## src/irq_bank_map.svh

```systemverilog
/*
  register offsets, field positions, reset values and bus answers of the
  peripheral interrupt enable and priority bank.
  assumes inclusion by bare name from files that decode the bank.
*/
`ifndef IRQ_BANK_MAP_SVH
`define IRQ_BANK_MAP_SVH
`define IRQB_OFF_EN_TWO 8'h00
`define IRQB_OFF_PR_ONE 8'h04
`define IRQB_OFF_PR_TWO 8'h08
`define IRQB_OFF_CTRL 8'h0c
`define IRQB_OFF_STATUS 8'h10
`define IRQB_OFF_MASK 8'h14
`define IRQB_RST_EN_TWO 8'h00
`define IRQB_RST_PR_ONE 8'hff
`define IRQB_RST_PR_TWO 8'hdf
`define IRQB_IMPL_TWO 8'hdf
`define IRQB_BIT_UNUSED 5
`define IRQB_CTL_LEVELS 7
`define IRQB_CTL_GROUP 6
`define IRQB_ST_HIGH 0
`define IRQB_ST_LOW 1
`define IRQB_RESP_OKAY 2'b00
`define IRQB_RESP_SLVERR 2'b10
`endif

```

## src/irq_bank_pkg.sv

```systemverilog
/*
  state types of the interrupt bank and its request router.
  assumes nothing beyond a SystemVerilog compiler.
*/
`default_nettype none
package irq_bank_pkg;
  typedef struct packed {
    logic [7:0] enTwo;
    logic [7:0] prOne;
    logic [7:0] prTwo;
    logic levelsOn;
    logic groupOn;
    logic [1:0] status;
    logic [1:0] mask;
    logic prevHigh;
    logic prevLow;
    logic irqOut;
    logic fresh;
    logic awHave;
    logic [7:0] awOff;
    logic wHave;
    logic [31:0] wData;
    logic [3:0] wStrb;
    logic bValid;
    logic [1:0] bResp;
    logic rValid;
    logic [31:0] rData;
    logic [1:0] rResp;
  } bank_state_t;

  typedef struct packed {
    logic reqHigh;
    logic reqLow;
  } route_state_t;
endpackage
`default_nettype wire

```

## src/irq_route_if.sv

```systemverilog
/*
  carrier between the register bank and the request router.
  assumes the bank drives the source vectors and the router the requests.
*/
`timescale 1ns/1ps
`default_nettype none
interface irq_route_if;
  logic [15:0] pending;
  logic [15:0] enable;
  logic [15:0] prio;
  logic levelsOn;
  logic groupOn;
  logic reqHigh;
  logic reqLow;
  modport bank (output pending, output enable, output prio, output levelsOn,
                output groupOn, input reqHigh, input reqLow);
  modport router (input pending, input enable, input prio, input levelsOn,
                  input groupOn, output reqHigh, output reqLow);
endinterface
`default_nettype wire

```

## src/irq_route.sv

```systemverilog
/*
  request router: turns flagged and enabled sources into a high and a
  low level request toward the core, one cycle after its inputs.
  assumes all inputs are synchronous to sys_clk.
*/
`timescale 1ns/1ps
`default_nettype none
module irq_route
  import irq_bank_pkg::*;
(
  input wire logic sys_clk,
  input wire logic rst_b,
  irq_route_if.router rif
);
  route_state_t st;
  route_state_t next_st;

  function automatic logic anyHit(input logic [15:0] a, input logic [15:0] b);
    anyHit = |(a & b);
  endfunction

  always_comb begin
    next_st = st;
    if (rif.levelsOn) begin
      next_st.reqHigh = anyHit(rif.pending & rif.enable, rif.prio);
      next_st.reqLow = anyHit(rif.pending & rif.enable, ~rif.prio);
    end else begin
      // priority bits ignored, one level only
      next_st.reqHigh = rif.groupOn && anyHit(rif.pending, rif.enable);
      next_st.reqLow = 1'b0;
    end
  end

  always_ff @(posedge sys_clk or negedge rst_b) begin
    if (!rst_b) begin
      st <= '0;
    end else begin
      st <= next_st;
    end
  end

  assign rif.reqHigh = st.reqHigh;
  assign rif.reqLow = st.reqLow;
endmodule
`default_nettype wire

```

## src/periph_irq_enable_priority_bank.sv

```systemverilog
/*
  peripheral interrupt enable and priority bank behind an AXI4-Lite slave,
  with a request router toward the core and a sticky event interrupt.
  assumes flags and the first enable bank come from elsewhere, synchronous
  to sys_clk; one write and one read at most outstanding on the bus.
*/
// The AXI4-Lite register port and the address map were chosen for this implementation.
`timescale 1ns/1ps
`default_nettype none
`include "irq_bank_map.svh"
// How it works
// - priority bits ignored unless levels are on
// - fifteen priority bits over two registers
// - second enable register, implemented bits reset zero
// - first priority register, all bits reset one
// - second priority register, bit five absent
// - priority one means high, zero low
// - unimplemented bits always read zero
// - each source has its own priority bit
// - one control bit turns priority levels on
// - levels off needs group enable set
module periph_irq_enable_priority_bank
  import irq_bank_pkg::*;
#(
  parameter int ADDR_W = 8
) (
  input wire logic sys_clk,
  input wire logic rst_b,
  input wire logic [ADDR_W-1:0] awaddr,
  input wire logic awvalid,
  output logic awready,
  input wire logic [31:0] wdata,
  input wire logic [3:0] wstrb,
  input wire logic wvalid,
  output logic wready,
  output logic [1:0] bresp,
  output logic bvalid,
  input wire logic bready,
  input wire logic [ADDR_W-1:0] araddr,
  input wire logic arvalid,
  output logic arready,
  output logic [31:0] rdata,
  output logic [1:0] rresp,
  output logic rvalid,
  input wire logic rready,
  input wire logic [7:0] flagOne,
  input wire logic [7:0] flagTwo,
  input wire logic [7:0] enableOne,
  output logic irqHigh,
  output logic irqLow,
  output logic priorityLevelsOn,
  output logic groupIrqOn,
  output logic irq
);
  localparam bank_state_t RESET_ST = '{
    enTwo: `IRQB_RST_EN_TWO,
    prOne: `IRQB_RST_PR_ONE,
    prTwo: `IRQB_RST_PR_TWO,
    fresh: 1'b1,
    default: '0
  };

  if (ADDR_W < 8 || ADDR_W > 32) begin : g_addr_check
    $error("ADDR_W must lie between 8 and 32");
  end

  bank_state_t st;
  bank_state_t next_st;
  logic doWrite;
  logic [1:0] events;
  logic [1:0] w1c;
  logic [15:0] active;
  logic [7:0] wByte;
  logic wLevel;
  logic wGroup;
  logic [1:0] wLow;
  logic wMapped;
  logic singleGate;

  irq_route_if rif();

  irq_route u_route (
    .sys_clk(sys_clk),
    .rst_b(rst_b),
    .rif(rif)
  );

  function automatic logic offMapped(input logic [7:0] off);
    offMapped = off == `IRQB_OFF_EN_TWO || off == `IRQB_OFF_PR_ONE ||
                off == `IRQB_OFF_PR_TWO || off == `IRQB_OFF_CTRL ||
                off == `IRQB_OFF_STATUS || off == `IRQB_OFF_MASK;
  endfunction

  function automatic logic [7:0] regValue(input bank_state_t s, input logic [7:0] off);
    logic [7:0] v;
    v = 8'h00;
    case (off)
      `IRQB_OFF_EN_TWO: begin
        v = s.enTwo & `IRQB_IMPL_TWO;
      end
      `IRQB_OFF_PR_ONE: begin
        v = s.prOne;
      end
      `IRQB_OFF_PR_TWO: begin
        v = s.prTwo & `IRQB_IMPL_TWO;
      end
      `IRQB_OFF_CTRL: begin
        v[`IRQB_CTL_LEVELS] = s.levelsOn;
        v[`IRQB_CTL_GROUP] = s.groupOn;
      end
      `IRQB_OFF_STATUS: begin
        v[1:0] = s.status;
      end
      `IRQB_OFF_MASK: begin
        v[1:0] = s.mask;
      end
      default: begin
        v = 8'h00;
      end
    endcase
    return v;
  endfunction

  // flags of absent sources are dropped before routing
  assign rif.pending = {flagTwo & `IRQB_IMPL_TWO, flagOne};
  assign rif.enable = {st.enTwo, enableOne};
  assign rif.prio = {st.prTwo, st.prOne};
  assign rif.levelsOn = st.levelsOn;
  assign rif.groupOn = st.groupOn;

  // a pending response blocks new writes, keeping one write in flight
  assign awready = !st.awHave && !st.bValid;
  assign wready = !st.wHave && !st.bValid;
  assign arready = !st.rValid;
  assign doWrite = st.awHave && st.wHave && !st.bValid;

  always_comb begin
    next_st = st;
    w1c = 2'b00;
    events = 2'b00;
    next_st.fresh = 1'b0;
    if (awvalid && awready) begin
      next_st.awHave = 1'b1;
      next_st.awOff = awaddr[7:0];
    end
    if (wvalid && wready) begin
      next_st.wHave = 1'b1;
      next_st.wData = wdata;
      next_st.wStrb = wstrb;
    end
    if (doWrite) begin
      next_st.awHave = 1'b0;
      next_st.wHave = 1'b0;
      next_st.bValid = 1'b1;
      next_st.bResp = offMapped(st.awOff) ? `IRQB_RESP_OKAY : `IRQB_RESP_SLVERR;
      // registers sit in byte lane zero only
      if (st.wStrb[0]) begin
        case (st.awOff)
          `IRQB_OFF_EN_TWO: begin
            next_st.enTwo = st.wData[7:0] & `IRQB_IMPL_TWO;
          end
          `IRQB_OFF_PR_ONE: begin
            next_st.prOne = st.wData[7:0];
          end
          `IRQB_OFF_PR_TWO: begin
            next_st.prTwo = st.wData[7:0] & `IRQB_IMPL_TWO;
          end
          `IRQB_OFF_CTRL: begin
            next_st.levelsOn = st.wData[`IRQB_CTL_LEVELS];
            next_st.groupOn = st.wData[`IRQB_CTL_GROUP];
          end
          `IRQB_OFF_STATUS: begin
            w1c = st.wData[1:0];
          end
          `IRQB_OFF_MASK: begin
            next_st.mask = st.wData[1:0];
          end
          default: begin
            w1c = 2'b00;
          end
        endcase
      end
    end
    if (st.bValid && bready) begin
      next_st.bValid = 1'b0;
    end
    if (arvalid && arready) begin
      next_st.rValid = 1'b1;
      next_st.rData = {24'h000000, regValue(st, araddr[7:0])};
      next_st.rResp = offMapped(araddr[7:0]) ? `IRQB_RESP_OKAY : `IRQB_RESP_SLVERR;
    end else if (st.rValid && rready) begin
      next_st.rValid = 1'b0;
    end
    events[`IRQB_ST_HIGH] = rif.reqHigh && !st.prevHigh;
    events[`IRQB_ST_LOW] = rif.reqLow && !st.prevLow;
    // a new event outranks a clear in the same cycle
    next_st.status = (st.status & ~w1c) | events;
    next_st.prevHigh = rif.reqHigh;
    next_st.prevLow = rif.reqLow;
    next_st.irqOut = |(next_st.status & next_st.mask);
  end

  always_ff @(posedge sys_clk or negedge rst_b) begin
    if (!rst_b) begin
      st <= RESET_ST;
    end else begin
      st <= next_st;
    end
  end

  assign bvalid = st.bValid;
  assign bresp = st.bResp;
  assign rvalid = st.rValid;
  assign rdata = st.rData;
  assign rresp = st.rResp;
  assign irqHigh = rif.reqHigh;
  assign irqLow = rif.reqLow;
  assign priorityLevelsOn = st.levelsOn;
  assign groupIrqOn = st.groupOn;
  assign irq = st.irqOut;

  assign active = rif.pending & rif.enable;
  assign wByte = st.wData[7:0];
  assign wLevel = st.wData[`IRQB_CTL_LEVELS];
  assign wGroup = st.wData[`IRQB_CTL_GROUP];
  assign wLow = st.wData[1:0];
  assign wMapped = offMapped(st.awOff);
  // sampled-value functions take a plain signal, so the gate gets a name
  assign singleGate = st.groupOn && (|active);
endmodule
`default_nettype wire

```

## config.mk

```make
export PLATFORM = sky130hd
export DESIGN_NAME = periph_irq_enable_priority_bank
export DESIGN_NICKNAME = d
export VERILOG_FILES = /design/src/irq_bank_pkg.sv /design/src/irq_route_if.sv /design/src/irq_route.sv /design/src/periph_irq_enable_priority_bank.sv
export VERILOG_INCLUDE_DIRS = /design/src
export SDC_FILE = /design/constraint.sdc
export NUM_CORES = 1
export LEC_CHECK = 0
export BUFFER_PORTS_ARGS = -buffer_cell sky130_fd_sc_hd__buf_2
export CAP_MARGIN = 20
export CORE_MARGIN = 2
export CORE_UTILIZATION = 50
export DETAILED_ROUTE_END_ITERATION = 6
export GPL_TIMING_DRIVEN = 0
export PLACE_DENSITY = 0.79
export SLEW_MARGIN = 25
export SYNTH_ARGS = -nofsm -noshare
export SYNTH_HDL_FRONTEND = slang
export SYNTH_SLANG_ARGS = --single-unit
```

## constraint.sdc

```tcl
create_clock -name sys_clk -period 5.1 [get_ports sys_clk]
set_clock_uncertainty 0.1 [all_clocks]
set_input_delay 1.02 -clock sys_clk [delete_from_list [all_inputs] [get_ports sys_clk]]
set_output_delay 1.02 -clock sys_clk [all_outputs]
set_load 0.03 [all_outputs]
```

Word level (Yosys, flattened, before mapping)
Index checks and enable logic that the tools add are counted.

Flip-flop bits (word level): 93. Bits of input ports: 83. Output and inout bits: 46. Word-level logic and storage cells: 102.

Eq/ne operators: 10. Mux-type cells: 20. Bitwise gates (word level): 8. Reductions and logical operators: 42.

Operators by type and width (number): 16-bit bitwise AND (3); 16-bit OR reduction (3); 37-bit 2-to-1 mux (1); 8-bit by 4-bit equality test with 1-bit output (second input constant) (4); 8-bit by 5-bit equality test with 1-bit output (second input constant) (4); 2-bit 2-to-1 mux (9); 8-bit by 3-bit equality test with 1-bit output (second input constant) (2); 8-bit zero test (2); 16-bit inverter (1); 1-bit logical AND (12); 4-bit one-hot mux with 3 select lines (1); 3-bit AND reduction (4); 1-bit logical OR (10); 2-bit one-hot mux with 5 select lines (1); 9-bit 2-to-1 mux (1); 2-bit one-hot mux with 4 select lines (1); 2-bit nonzero test (4); 1-bit zero test (6); 1-bit 2-to-1 mux (5); 2-bit bitwise AND (2); 3-bit 2-to-1 mux (1); 2-bit inverter (1); 2-bit OR (1); 2-bit OR reduction (1).

Longest topological paths before layout
Word-level depth: 9. Mapped depth: 5. Mapped depth without buffers: 4.

By module
A second synthesis with hierarchy kept.

Cell total of the unflattened synthesis: 296. Area total of the unflattened synthesis: 3266.9 um^2.

Modules (own cells, without submodules): periph_irq_enable_priority_bank (times used 1, cells an instance 238, area an instance 2919.0 um^2); irq_route (times used 1, cells an instance 58, area an instance 347.8 um^2).

Worst setup path after synthesis
No wires, ideal clock.

Path kind: input-to-reg. Start: input port araddr[3]. End: register st, in the netlist rdata[1]. Arrival time: 2.235 ns. Required time: 4.874 ns. Slack: 2.639 ns. Stages: 5. Cell sequence: clkbuf_1 -> mux2_2 -> a32oi_1 -> o22ai_1 -> a221o_1.

Cells in the longest elaborated chain, start to end: 2. Elaborated cells between the ends (all ways): 6.

Ends and longest elaborated chain: start, declared (line periph_irq_enable_priority_bank.sv:39) `input wire logic [ADDR_W-1:0] araddr,`; 8-bit by 5-bit equality test with 1-bit output, or another cell as far along (line periph_irq_enable_priority_bank.sv:97) `case (off)`; 2-bit one-hot mux with 5 select lines * (line periph_irq_enable_priority_bank.sv:97); end signal, assigned (line periph_irq_enable_priority_bank.sv:207) `st <= next_st;`; end, declared (line periph_irq_enable_priority_bank.sv:67) `bank_state_t st;`.

Mark *: on every way between the ends. The rest lies on a longest branch, timed or not. A chain may end at the register's enable or synchronous reset.

Worst setup path after layout
Ends and elaborated chain as after synthesis.

==> results.md <==
* Routed length per placed instance at 15.6 um
* Die width at 84.8 um
* Setup TNS at 0 ns
* Cell Area, Placed at 3810 sq um
* Cell leakage power at 0.00196 uW
* Initial antenna violation count at 0
* Max_cap viols at 0
* Ports at 129
* Fillers at 514
* Syn Area/Cell at 11.3 sq um
* Clock sink total at 64
* Highest clock rate at 441 MHz
* Final instance count without filler cells at 479
* Syn. warnings at 0
* Tmin final at 2.27 ns
* Grt total ovfl at 0
* Pins Over Slew Limit at 0
* Asr flop ratio synth at 1.00
* Power share of the sequential group at 0.457
* Unrepaired setup endpoints after global routing: no
* DRC at 0
* Worst min path class: flip-flop to flip-flop
* Layout cells sized above 1 at 0.468
* Number of inserted diodes at 0
* Syn Std Cell Area at 3260 sq um
* Post-CTS Setup Repair Bufs at 0
* Crit end category: flip-flop
* Drt via density at 5.42
* Largest net degree at the start of global routing at 65
* Internal Power at 1110 uW
* Core ar. at 6310 sq um
* Clk pwr share at 0.295
* Worst Max-Slew Pin Slew at 0.784 ns
* H-tree level count at 3
* Switching Share at 0.341
* Min-delay src: u_route.rif.reqLow
* Final ANT Viol Nets at 0
* Setup CP Type: input port to flip-flop
* Starting density of the core at 0.516
* Overall power at 1680 uW
* PD cells at 417 nW/um^2
* Commonest non-fill, non-tap cells in the layout: buf_2, dfrtp_1, mux2_2
* Vias post-DR at 2598
* Seq/Total Area, Yosys at 0.497
* Synth top area share at 0.376
* Combinational share of power at 0.248
* Iteration-0 DRC Markers at 240
* Area Overhead vs Synth at 23.9%
* Post-cts sizing count at 0
* Clock Tree Root: clkbuf_8
* Run status: completed
* Port-buffer cells at 72
* Row Count at 29
* CP required at 5.23 ns
* Crit path launch: araddr[3]
* Top cells by area, synth: dfrtp_1, mux2_2, dfstp_2
* Commonest non-fill, non-tap cell in the layout: buf_2
* Critical path startpoint category: input port
* Dpl hpwl at 5750 um
* Netlist cell types at 42
* Synth Register Bits at 64
* Max FO, Critical Path at 10
* Area leader, netlist: dfrtp_1
* Period utilisation layout at 0.445
* Nets at 480
* EDFF count, synth at 0
* Design Area, Final at 4040 sq um
* Vias in the first global route at 2388
* First-pass GRT wire length at 11900 um
* # setup viols final at 0
* Crit path DAT at 2.40 ns
* Placed insts at 463
* Number of buffers on the longest clock path at 2
* RD Place Congestion at 0.916
* DR pass1 iterations at 4
* VDD IR max at 0.313 mV
* Wirelength, routed at 7500 um
* Gate Count Post-Synth at 289
* Die ar. at 7180 sq um
* CTS tree: built
* Clk_lat worst skew at 0.34 ns
* Total CTS buffers at 9
* Max transition margin at 0.477
* Synth Flop Type: dfrtp_1
* Psw at 574 uW
* Hold Buf Count CTS at 0
* GRT Util Overall at 0.216
* RR Startpoint: st[76]
* Worst-path clk slew at 0.08 ns
* Final Hold Viols at 0
* Die Span Y at 84.8 um
[cells in the mapped netlist, types with 3 or more instances]
cell,n
dfrtp_1,49
mux2_2,41
buf_4,36
nand2_1,24
nand3_1,18
dfstp_2,15
nor2_1,10
o21ai_0,10
o22ai_1,8
nand4_1,7
inv_1,6
clkbuf_1,5
nand2b_1,5
nor2b_1,5
nor4_1,5
a221o_1,4
a22oi_1,4
a21oi_1,3
a22o_1,3
nand3b_1,3
[worst max-delay path: stages]
cell and delay, ns:
clkbuf_1 0.39, mux2_2 0.39, a32oi_1 0.17, o22ai_1 0.10, a221o_1 0.33
[power groups by stage]
stage	clock network (uW)	logic [uW]	registers (uW)
after global routing	534	458	788
after floorplan	0	304	747
after global placement	0	408	769
after CTS	509	421	767
after detailed placement	0	419	776
final	497	417	769
[metrics by stage]
step,util,setup WS [ns],hold slack [ns]
2_1_floorplan,-,2.64,0.350
3_3_place_gp,0.604,2.44,0.284
3_5_place_dp,0.604,2.44,0.290
4_1_cts,0.640,2.80,0.308
5_1_grt,0.640,2.72,0.311
6_report,0.640,2.83,0.303
[kinds of logic (layout without fill, tap and decap cells)]
family,after synthesis,in the layout,synth area share
simple gates,89,89,0.151
flops,64,64,0.497
buf+inv,47,135,0.0955
mux,45,45,0.162
compound gates,43,43,0.0936
other cells,1,26,0.00115
[layer usage]
metal | routed length (um) | track usage
met2 | 3460 | 0.333
met5 | 0 | 0
met3 | 500 | 0.0482
met1 | 3330 | 0.291
met4 | 205 | 0.101
[registers in the layout, indices dropped and copies added (netlist names)]
| register | count |
|---|---|
| u_route.rif.reqHigh | 1 |
| bvalid | 1 |
| rif.enable | 7 |
| rdata | 8 |
| rvalid | 1 |
| rresp | 1 |
| bresp | 1 |
| rif.prio | 15 |
| irq | 1 |
| u_route.rif.reqLow | 1 |
| st | 25 |
| groupIrqOn | 1 |
| priorityLevelsOn | 1 |
[area by class of cell]
cell class	instances	area, sq um	share of cell area
buffer	41	289	0.0715
clock buffer	9	124	0.0307
clock inverter	7	103	0.0254
inverter	6	22.5	0.00557
multi-input combinational	203	1420	0.352
sequential	64	1620	0.401
tap	77	96.3	0.0238
timing repair buffer	72	363	0.0898
[worst paths after layout]
check / endpoint / slack, ns / cells after the start
worst max-delay path: rdata[1] / 2.83 / 5
worst max register to register: irq / 2.84 / 4
worst min-delay path: st[86] / 0.30 / 0
worst min register to register: st[86] / 0.30 / 0
min in group asynchronous: rdata[5] / 0.64 / 1
max in group asynchronous: st[45] / 3.73 / 1
(Power assumes the default switching activity.)
